## src/pkg/fcd_regs.vh

```
`ifndef FCD_REGS_VH
`define FCD_REGS_VH
// Opcode fields of the 14-bit instruction word
`define FCD_OPC_HI        13
`define FCD_OPC_LO        8
`define FCD_DEST_BIT      7
`define FCD_ADDR_HI       6
`define FCD_ADDR_LO       0
`define FCD_OPC_COMPL     6'h09
`define FCD_OPC_DECR      6'h03
`define FCD_OPC_DECR_SKIP 6'h0B
// Instruction-cycle phases
`define FCD_Q1            2'h0
`define FCD_Q2            2'h1
`define FCD_Q3            2'h2
`define FCD_Q4            2'h3
// Operation codes after decode
`define FCD_OP_IDLE       2'h0
`define FCD_OP_COMP       2'h1
`define FCD_OP_DEC        2'h2
`define FCD_OP_DECSKIP    2'h3
// Reset values
`define FCD_W_RST         8'h00
`define FCD_ZERO_RST      1'h0
`endif

```

## src/fcd_decode.v

```verilog
`include "fcd_regs.vh"

module fcd_decode (
  input  wire [13:0] instr,     // Instruction word
  output reg  [1:0]  op,        // Decoded operation
  output wire        dest,      // 1 = file register, 0 = accumulator
  output wire [6:0]  addr       // File register address
);
  wire [5:0] opc;
  assign opc  = instr[`FCD_OPC_HI:`FCD_OPC_LO];
  assign dest = instr[`FCD_DEST_BIT];
  assign addr = instr[`FCD_ADDR_HI:`FCD_ADDR_LO];

  always @* begin
    case (opc)
      `FCD_OPC_COMPL:     op = `FCD_OP_COMP;
      `FCD_OPC_DECR:      op = `FCD_OP_DEC;
      `FCD_OPC_DECR_SKIP: op = `FCD_OP_DECSKIP;
      default:         op = `FCD_OP_IDLE;
    endcase
  end
endmodule // fcd_decode

```

## src/fcd_exec.v

```verilog
`include "fcd_regs.vh"

// Function
// - Complement file register, route by destination, Z
// - Decrement file register, route by destination, Z
// - Skip-decrement routes same, flags untouched
// - Zero skip-decrement result idles next instruction
// - Four phases: decode, read, compute, write
// - Skipped cycle reads, computes and writes nothing; Q1 still loads file_addr and dest
module fcd_exec (
  input  wire        clk,        // 10 MHz phase clock
  input  wire        nrst,       // Synchronous reset, active low
  input  wire [13:0] instr,      // Fetched instruction, held for the cycle
  input  wire [7:0]  file_rdata, // Addressed file register data
  output reg  [6:0]  file_addr,  // File register address
  output wire        file_rd,    // File read strobe in Q2
  output reg  [7:0]  file_wdata, // File write data
  output reg         file_we,    // File write strobe, set at the end of Q4 and high in Q1
  output reg  [7:0]  w_reg,      // Accumulator
  output reg         zero_flag,  // Zero status flag
  output reg  [1:0]  phase,      // Current phase
  output reg         skipping    // Current cycle is a slot skipped after a zero skip-decrement
);
  wire [1:0] dec_op;
  wire       dec_dest;
  wire [6:0] dec_addr;
  reg  [1:0] op;
  reg        dest;
  reg  [7:0] operand;
  reg  [7:0] result;
  reg        skip_pend;

  fcd_decode u_dec (
    .instr (instr),
    .op    (dec_op),
    .dest  (dec_dest),
    .addr  (dec_addr)
  );

  // Read only when a real operation is latched
  assign file_rd = (phase == `FCD_Q2) && (op != `FCD_OP_IDLE);

  always @(posedge clk) begin
    if (!nrst) begin
      phase      <= `FCD_Q1;
      op         <= `FCD_OP_IDLE;
      dest       <= 1'b0;
      file_addr  <= 7'h00;
      operand    <= 8'h00;
      result     <= 8'h00;
      file_wdata <= 8'h00;
      file_we    <= 1'b0;
      w_reg      <= `FCD_W_RST;
      zero_flag  <= `FCD_ZERO_RST;
      skipping   <= 1'b0;
      skip_pend  <= 1'b0;
    end else begin
      phase   <= phase + 2'h1;
      file_we <= 1'b0;
      case (phase)
        `FCD_Q1: begin
          // Skipped slot forces idle whatever was fetched
          if (skip_pend) begin
            op       <= `FCD_OP_IDLE;
            skipping <= 1'b1;
          end else begin
            op       <= dec_op;
            skipping <= 1'b0;
          end
          skip_pend <= 1'b0;
          dest      <= dec_dest;
          file_addr <= dec_addr;
        end
        `FCD_Q2: begin
          if (op != `FCD_OP_IDLE)
            operand <= file_rdata;
        end
        `FCD_Q3: begin
          case (op)
            `FCD_OP_COMP:    result <= ~operand;
            `FCD_OP_DEC:     result <= operand - 8'h01;
            `FCD_OP_DECSKIP: result <= operand - 8'h01;
            default:         result <= result;
          endcase
        end
        `FCD_Q4: begin
          if (op != `FCD_OP_IDLE) begin
            if (dest) begin
              file_wdata <= result;
              file_we    <= 1'b1;
            end else begin
              w_reg <= result;
            end
            // Skip variant leaves status alone
            if (op != `FCD_OP_DECSKIP)
              zero_flag <= (result == 8'h00);
            else
              skip_pend <= (result == 8'h00);
          end
        end
        default: begin
          op <= `FCD_OP_IDLE;
        end
      endcase
    end
  end
endmodule // fcd_exec
```

## config.mk

```make
export PLATFORM = sky130hd
export DESIGN_NAME = fcd_exec
export DESIGN_NICKNAME = d
export VERILOG_FILES = /design/src/fcd_decode.v /design/src/fcd_exec.v
export VERILOG_INCLUDE_DIRS = /design/src /design/src/pkg
export SDC_FILE = /design/constraint.sdc
export NUM_CORES = 1
export LEC_CHECK = 0
export BUFFER_PORTS_ARGS = -buffer_cell sky130_fd_sc_hd__buf_2
export CAP_MARGIN = 40
export CORE_MARGIN = 1
export CORE_UTILIZATION = 34
export CTS_CLUSTER_SIZE = 30
export DETAILED_ROUTE_END_ITERATION = 10
export PLACE_DENSITY = 0.6
export SYNTH_ARGS = -nofsm -noshare
export SYNTH_HDL_FRONTEND = slang
export SYNTH_SLANG_ARGS = --single-unit
```

## constraint.sdc

```tcl
create_clock -name clk -period 1.8 [get_ports clk]
set_input_delay 0 -clock clk [delete_from_list [all_inputs] [get_ports clk]]
set_output_delay 0 -clock clk [all_outputs]
set_load 0.005 [all_outputs]
```

==> results of run 1 <==
## routing by layer
layer / share of wire / vias to the layer above / wire, um / track usage
met5: 0 / - / 0 / 0
met3: 0.055 / 9 / 255 / 0.0411
li1: - / 937 / - / -
met1: 0.50 / 807 / 2330 / 0.203
met2: 0.43 / 50 / 1970 / 0.243
met4: 0.017 / 0 / 80 / 0.0636
## stage by stage
stage	utilization	setup WS (ns)	hold WS (ns)
after CTS	0.479	0.0740	0.0573
after detailed placement	0.426	0.0923	0.239
after global placement	0.426	0.143	0.236
final	0.480	0.0920	0.0615
after global routing	0.480	0.00920	0.0709
after floorplan	-	0.204	0.136
## cell type report
| cell class | instances | share of cell area |
|---|---|---|
| timing repair buffer | 80 | 0.189 |
| inverter | 12 | 0.0165 |
| tap | 72 | 0.0331 |
| sequential | 48 | 0.353 |
| multi-input combinational | 151 | 0.364 |
| clock buffer | 6 | 0.0303 |
| clock inverter | 2 | 0.0142 |
## cell usage after synthesis (2+ instances only)
| cell | instances |
|---|---|
| buf_2 | 5 |
| nand3b_1 | 2 |
| nor2_1 | 32 |
| a2111oi_0 | 2 |
| nand2b_1 | 2 |
| nor4_1 | 4 |
| inv_1 | 10 |
| dfxtp_1 | 48 |
| nor3_1 | 3 |
| nor3b_1 | 2 |
| nand4b_1 | 2 |
| nand4_1 | 2 |
| nand3_1 | 6 |
| o211ai_1 | 3 |
| ha_1 | 8 |
| clkbuf_1 | 6 |
| nor2b_1 | 3 |
| mux2i_1 | 25 |
| nand2_1 | 23 |
| o311ai_0 | 2 |
| clkinv_1 | 2 |
| a32oi_1 | 2 |
| a21oi_1 | 11 |
## cells in the final DEF, fill, tap and decap left out, types with 3 or more instances in the layout
| cell | Yosys | final |
|---|---|---|
| inv_1 | 10 | 10 |
| nor3_1 | 3 | 3 |
| ha_1 | 8 | 7 |
| buf_4 | 0 | 10 |
| buf_2 | 5 | 52 |
| mux2i_1 | 25 | 25 |
| dlygate4sd3_1 | 0 | 18 |
| a21oi_1 | 11 | 11 |
| nor2b_1 | 3 | 3 |
| dfxtp_1 | 48 | 48 |
| nor2_1 | 32 | 32 |
| nor4_1 | 4 | 4 |
| clkbuf_8 | 0 | 6 |
| o211ai_1 | 3 | 3 |
| nand3_1 | 6 | 6 |
| nand2_1 | 23 | 23 |
## how the worst max path moves through the flow
stage | to | slack (ns) | depth (start not counted) | from
6_report | result[7]$_SDFFE_PN0P_ | 0.09 | 5 | op[0]$_SDFFE_PN0P_
5_1_grt | result[6]$_SDFFE_PN0P_ | 0.009 | 5 | op[0]$_SDFFE_PN0P_
4_1_cts | result[7]$_SDFFE_PN0P_ | 0.07 | 5 | op[0]$_SDFFE_PN0P_
3_5_place_dp | result[7]$_SDFFE_PN0P_ | 0.09 | 5 | op[0]$_SDFFE_PN0P_
3_3_place_gp | result[7]$_SDFFE_PN0P_ | 0.14 | 5 | op[0]$_SDFFE_PN0P_
2_1_floorplan | result[7]$_SDFFE_PN0P_ | 0.20 | 5 | op[0]$_SDFFE_PN0P_
## kinds of logic (layout without fill, tap and decap cells)
kind of cell	count (synthesis)	in the layout
fa+ha+maj	8	8
buf+inv	24	100
simple gates	89	89
mux	25	25
flops	48	48
compound gates	29	29
## worst min-delay path, delay by kind of cell
kind,cells,cell delay [ns]
AND/OR/NAND/NOR,1,0.05
AO/OA/AOI/OAI,1,0.10
buffers and inverters,1,0.18
## report_power, final
group / internal [uW] / switching (uW)
combinational: 97.9 / 82.3
clock: 454 / 371
sequential: 1080 / 14.1
total: 1640 / 467
## timing repair
item,in CTS,in global routing
resized for setup,0,1
setup endpoints to repair,0,1
hold endpoints to repair,18,0
hold buffers,18,0
setup buffers,0,0
==> results.ini, run 1 <==
[cts]
htree_levels = 2
cts_sinks = 48
numCtsBuffers = 5
clock_latency_ns = 0.30
cts_max_path_buffers = 2
cts-root-buf = clkbuf_8
clk_pin_slew_ns = 0.09
tritoncts = built

[critical_path]
rr_worst_depth = 5
path_class = reg2reg
crit_arrival_ns = 1.90
cp_cell_sequence = inv_1, ha_1, or4b_2, o221ai_1, nor3_1
crit_path_max_fanout = 6
critPathSlowestCell = or4b_2
cp-end-kind = register
critPathBufInv = 1
crit_required_ns = 1.99
r2r_slack_ns = 0.09
r2r-start = op[0]$_SDFFE_PN0P_
max_stage_delay_ns = 0.65
worst_setup_path_start_kind = register
rr_endpoint = result[7]$_SDFFE_PN0P_
crit_family = simple AND/OR/NAND/NOR gates

[timing]
grt_setup_unrepaired = false
setup-violations-final = 0
slew_headroom = 0.671
tns_ns = 0
max_freq_ghz = 0.585
fin_crit_sh = 0.949
period_minus_slack_ns = 1.71
worstMarginPinSlew_ns = 0.489
fin_skew_ns = 0.00581
slew_viol_final = 0
hold_viol = 0

[route]
drc_errors = 0
via_count = 1803
first_iter_violations = 72
ant_nets = 0
vias_per_cell = 4.86
wl_per_cell_um = 12.5
firstDrtPassIters = 4
drt-total-wl_um = 4640

[die]
num_rows = 27
die-area_mm2 = 0.00635
die_y_um = 79.7
start_util = 0.362
core-area_mm2 = 0.00568
ios = 53
die_w_um = 79.7

[yosys]
synth-seq-cells = 48
synth_top_cell_area_share = 0.468
syn_inst = 223
syn_area_per_cell_um2 = 9.20
synth_compound_area_frac = 0.0988
synth_top_family_by_area = simple AND/OR/NAND/NOR gates
synthFlopType = dfxtp_1
synthAdderAreaFrac = 0.0488
synth.area.top_cells = dfxtp_1 47%, mux2i_1 12%, nor2_1 5.9%
synthXorXnorAreaFrac = 0
synth_seq_area_share = 0.468
synth-edff-count = 0
synth_cell_types = 41
syn_area_mm2 = 0.00205
synth_area_leader_cell = dfxtp_1
synth-async-reset-ratio = 0
synthMuxAreaShare = 0.122
yosys.area_share.simple = 0.212
yosys_warnings = 0
syn_nets = 255

[final_layout]
antenna_cells = 0
final_nets = 330
syn2layout_area_growth_pct = 32.7
fin_cells = 371
n_fill_cell = 557
final_cell_area_mm2 = 0.00272
multi_input_area_um2 = 990
regArea_um2 = 961
drive_gt1_frac = 0.244

[worst_hold_path]
worstHoldPathCells = 3
hold_class = in2reg
holdPathEnd = result[7]$_SDFFE_PN0P_
worstHoldStart = nrst

[placement]
portBuffers = 52
dp.final_hpwl_um = 3250
post-place-cells = 345
globalplace.congestion = 0.871
placed_cell_area_mm2 = 0.00242

[power]
power_uw = 2100
p_leak_uw = 0.00119
powerDensity_mw_per_mm2 = 772
irDropWorstVdd_mv = 0.315

[global_routing]
grt_start_max_net_pins = 20
grt_pass1_vias = 1597
grt.overflow.total = 0
antenna_found_initial = 0
grt_pass1_wl_um = 7690
grt_usage = 0.156

[job]
cap_violations = 0

[outcome]
outcome = finished clean

Note: power is estimated with default switching activity, not from simulation.
==> run 2: changes to the inputs <==
==> constraint.sdc (replaced) <==
create_clock -name clk -period 1.8 [get_ports clk]
set_input_delay 0 -clock clk [delete_from_list [all_inputs] [get_ports clk]]
set_output_delay 0 -clock clk [all_outputs]
set_load 0.05 [all_outputs]
==> run 2 against run 1 <==
Non-clock buffer count is the same. Setup slack better by 0.018 ns. Via count decreased by 1.7%. Total power shrank 6.6%. Core utilization shrank 0.71 points. Register-to-register slack better by 0.02 ns. Critical endpoint unchanged. Largest cell class unchanged. Highest routed layer unchanged.
==> results.ini, run 2 (synthesized netlist as in run 1, its figures left out) <==
[outcome]
outcome = finished clean

[die]
die_y_um = 79.7
die_w_um = 79.7
core-area_mm2 = 0.00568
start_util = 0.362
num_rows = 27
die-area_mm2 = 0.00635
ios = 53

[power]
clockPowerShare = 0.318
swShare = 0.263
p_int_uw = 1450
seq_power_share = 0.560
power_uw = 1960
switchingPower_uw = 517
powerDensity_mw_per_mm2 = 732
combPwrFrac = 0.122
p_leak_uw = 0.00118
irDropWorstVdd_mv = 0.395

[route]
drt-total-wl_um = 4500
wl_per_cell_um = 12.2
first_iter_violations = 55
firstDrtPassIters = 4
drc_errors = 0
vias_per_cell = 4.79
via_count = 1773
ant_nets = 0

[critical_path]
worst_setup_path_start_kind = register
path_class = reg2reg
crit_required_ns = 1.98
crit_path_max_fanout = 6
cp-end-kind = register
crit_arrival_ns = 1.87

[cts]
htree_levels = 2
tritoncts = built
numCtsBuffers = 5
cts_max_path_buffers = 2
post_cts_buffers = 0
cts_sinks = 48
ctsResizeCount = 0
cts-root-buf = clkbuf_8
clock_latency_ns = 0.30
clk_pin_slew_ns = 0.09

[timing]
hold_viol = 0
setup-violations-final = 0
fin_skew_ns = 0.00364
slew_viol_final = 0
fin_hold_ws_ns = 0.0616
tns_ns = 0
worstMarginPinSlew_ns = 0.469
max_freq_ghz = 0.592
slew_headroom = 0.684
grt_setup_unrepaired = false
fin_crit_sh = 0.939
period_minus_slack_ns = 1.69

[global_routing]
grt_start_max_net_pins = 28
antenna_found_initial = 0
grt_pass1_wl_um = 7840
grt_pass1_vias = 1708
grt.overflow.total = 0
grt_usage = 0.154

[placement]
portBuffers = 52
post-place-cells = 345
dp.final_hpwl_um = 3150
globalplace.congestion = 0.853

[final_layout]
drive_gt1_frac = 0.245
syn2layout_area_growth_pct = 30.7
antenna_cells = 0
fin_cells = 370
final_cell_mix = 52 x buf_2, 47 x dfxtp_1, 32 x nor2_1, 25 x mux2i_1, 23 x nand2_1
layout_commonest_cell = buf_2
final_nets = 330

[job]
cap_violations = 0

[worst_hold_path]
hold_class = in2reg

-- run 2: cell count changes in the layout (fill, tap and decap cells not counted) --
cell,previous run,this run
ha_2,1,0
clkbuf_8,6,5
clkinv_1,2,1
dfxtp_2,0,1
clkinvlp_4,0,1
dfxtp_1,48,47
bufinv_16,1,0
ha_1,7,8
clkinv_2,0,2
clkinv_4,1,0
-- run 2: metal layers --
metal  GRT usage  share of wire  vias up
li1            -              -      930
met1       0.205           0.52      789
met2       0.244           0.41       48
met3      0.0366          0.050        6
met4      0.0491          0.012        0
met5           0              0        -
-- run 2: per-stage QoR --
step / area, um^2 / setup slack, ns / utilization
2_1_floorplan: 2050 / 0.0214 / -
4_1_cts: 2680 / 0.102 / 0.473
6_report: 2680 / 0.110 / 0.473
3_5_place_dp: 2420 / 0.107 / 0.427
3_3_place_gp: 2420 / 0.149 / 0.427
5_1_grt: 2680 / 0.00378 / 0.473
-- run 2: path summary, 6_finish.rpt --
path / slack (ns) / cells after the start / to / startpoint
worst min-delay path: 0.06 / 3 / result[7]$_SDFFE_PN0P_ / nrst
worst max register to register: 0.11 / 5 / result[7]$_SDFFE_PN0P_ / op[0]$_SDFFE_PN0P_
worst max-delay path: 0.11 / 5 / result[7]$_SDFFE_PN0P_ / op[0]$_SDFFE_PN0P_
worst min register to register: 0.46 / 2 / zero_flag$_SDFFE_PN0P_ / zero_flag$_SDFFE_PN0P_
-- run 2: area by class of cell --
cell class	count	area, um^2
fill	556	2990
multi-input combinational	151	987
clock buffer	5	68.8
inverter	12	46.3
timing repair buffer	80	515
clock inverter	2	12.5
tap	72	90.1
sequential	48	962
-- run 2: power by group through the flow --
stage               sequential [uW]  combinational, uW  clock, uW
floorplan                      1180               84.2          0
global placement               1120                208          0
detailed placement             1120                209          0
CTS                            1100                239        645
global route                   1100                262        691
finish                         1100                239        625
-- run 2: repair_timing --
item	CTS	global route
hold buffers	18	0
hold endpoints to repair	18	0
endpoints found under the setup margin	0	0
-- run 2: worst max-delay path, stage by stage, from the launching register on --
cell and delay, ns:
dfxtp_1 0.36, inv_1 0.07, ha_1 0.25, or4b_2 0.64, o221ai_1 0.19, nor3_1 0.06
==> run 3: changes to the inputs <==
--- a/config.mk
+++ b/config.mk
@@ -6,6 +6,7 @@
 export SDC_FILE = /design/constraint.sdc
 export NUM_CORES = 1
 export LEC_CHECK = 0
+export ABC_AREA = 1
 export BUFFER_PORTS_ARGS = -buffer_cell sky130_fd_sc_hd__buf_2
 export CAP_MARGIN = 40
 export CORE_MARGIN = 1
==> constraint.sdc (replaced) <==
create_clock -name clk -period 2.05 [get_ports clk]
set_input_delay 0 -clock clk [delete_from_list [all_inputs] [get_ports clk]]
set_output_delay 0 -clock clk [all_outputs]
set_load 0.05 [all_outputs]
==> run 3 against run 2 <==
Non-clock buffer count is 9 lower. Global-route usage decreased by 1.5 points. Clock-buffer cell count unchanged. Largest power group unchanged. Highest routed layer unchanged.
==> results.ini, run 3 <==
[final_layout]
final_util = 0.452
layout_commonest_cell = buf_2
regArea_um2 = 961
final_cell_area_mm2 = 0.00266
syn2layout_area_growth_pct = 28.8
drive_gt1_frac = 0.252
final_cell_mix = 52 x buf_2, 48 x dfxtp_1, 44 x nor2_1, 36 x inv_1, 24 x o21ai_1
n_fill_cell = 598
antenna_cells = 0
final_nets = 364
multi_input_area_um2 = 890

[yosys]
synth_cell_types = 22
syn_inst = 264
syn_area_mm2 = 0.00206
yosys.area_share.simple = 0.171
synth_top_family_by_area = compound AO/OA/AOI/OAI gates
synthAdderAreaFrac = 0.0485
syn_nets = 296
synth_compound_area_frac = 0.203
synth-seq-cells = 48
synthFlopType = dfxtp_1
syn_area_per_cell_um2 = 7.82
synth-async-reset-ratio = 0
yosys_warnings = 0
yosysMostFrequentCell = dfxtp_1
synth_top_cell_area_share = 0.466
synth.area.top_cells = dfxtp_1 47%, nor2_1 8.0%, inv_1 6.5%
synth_area_leader_cell = dfxtp_1
synthMuxAreaShare = 0
synth_common_cells = 48 x dfxtp_1, 44 x nor2_1, 36 x inv_1, 24 x o21ai_1, 23 x nand2_1
synthXorXnorAreaFrac = 0.00849
synth_seq_area_share = 0.466
synth-edff-count = 0

[timing]
grt_setup_unrepaired = false
fin_crit_sh = 0.802
hold_viol = 0
setup-violations-final = 0
max_freq_ghz = 0.608
tns_ns = 0
period_minus_slack_ns = 1.64
fin_hold_ws_ns = 0.0151
slew_viol_final = 0
slew_headroom = 0.677
setup_ws_ns = 0.407
fin_skew_ns = 0.00950
worstMarginPinSlew_ns = 0.484

[critical_path]
rr_worst_depth = 6
path_class = reg2out
crit_required_ns = 2.05
crit_arrival_ns = 1.64
worst_setup_path_start_kind = register
crit_path_max_fanout = 16
cp-end-kind = output port

[worst_hold_path]
hold_class = in2reg
worstHoldPathCells = 4

[route]
vias_per_cell = 4.37
firstDrtPassIters = 6
first_iter_violations = 103
drc_errors = 0
drt-total-wl_um = 4290
via_count = 1784
ant_nets = 0
wl_per_cell_um = 10.5

[cts]
cts-root-buf = clkbuf_8
clk_pin_slew_ns = 0.08
tritoncts = built
clock_latency_ns = 0.30
ctsResizeCount = 0
post_cts_buffers = 0
htree_levels = 2
cts_sinks = 48
numCtsBuffers = 5
cts_max_path_buffers = 2
cts_hold_buf = 18

[global_routing]
grt_use_met3 = 0.0377
antenna_found_initial = 0
grt_pass1_wl_um = 6930
use_met2 = 0.214
grt_start_max_net_pins = 25
grt.overflow.total = 0
top_usage_layer = met2
grt_usage = 0.140
grt_pass1_vias = 1539
met1_usage = 0.195

[placement]
portBuffers = 52
dp.final_hpwl_um = 3040
dp_slack_ns = 0.433
placed_cell_area_mm2 = 0.00236
globalplace.congestion = 0.726

[die]
die_w_um = 79.9
die-area_mm2 = 0.00638
die_y_um = 79.9
core-area_mm2 = 0.00589
start_util = 0.351
ios = 53
num_rows = 28

[job]
cap_violations = 0

[power]
irDropWorstVdd_mv = 0.298
p_leak_uw = 0.00126
powerDensity_mw_per_mm2 = 723

[outcome]
outcome = finished clean

run 3: critical path, stage by stage, from the launching register on:
cell	delay, ns
dfxtp_1	0.36
inv_1	0.07
ha_1	0.24
inv_2	0.11
nand2_2	0.17
inv_1	0.12
buf_2	0.26
run 3: kinds of logic after synthesis:
kind of cell | after synthesis
AOI/OAI and AO/OA | 73
buffers and inverters | 50
DFF | 48
xor gates and xnor gates | 2
adders and majority gates | 8
and+or+nand+nor | 83
run 3: path summary, 6_finish.rpt:
| check | startpoint | endpoint | slack, ns |
|---|---|---|---|
| max reg2reg | phase[0]$_SDFF_PN0_ | op[1]$_SDFFE_PN0P_ | 0.45 |
| min | instr[12] | op[0]$_SDFFE_PN0P_ | 0.02 |
| max | op[0]$_SDFFE_PN0P_ | file_rd | 0.41 |
| min reg2reg | operand[0]$_SDFFE_PN0P_ | result[0]$_SDFFE_PN0P_ | 0.45 |
run 3: final cells by class:
| cell class | count | area share |
|---|---|---|
| clock inverters | 3 | 0.0174 |
| inverters | 40 | 0.0565 |
| well taps | 75 | 0.0353 |
| flip-flops and latches | 48 | 0.362 |
| clock buffers | 5 | 0.0259 |
| multi-input cells | 166 | 0.335 |
| repair buffers | 71 | 0.169 |
run 3: per-stage QoR:
stage	std cells	power, uW
2_1_floorplan	264	1160
3_3_place_gp	382	1220
3_5_place_dp	382	1220
4_1_cts	408	1950
5_1_grt	408	2020
6_report	408	1920
run 3: layer usage:
layer | up-vias | share of wire
met4 | 0 | 0.0077
li1 | 980 | -
met1 | 767 | 0.52
met2 | 33 | 0.43
met5 | - | 0
met3 | 4 | 0.040
run 3: power by group:
part           leakage, uW  internal (uW)  switching [uW]  total [uW]
combinational     0.000813           85.3             161         247
sequential        0.000390            960            19.1         979
clock            0.0000548            368             329         697
total              0.00126           1410             510        1920
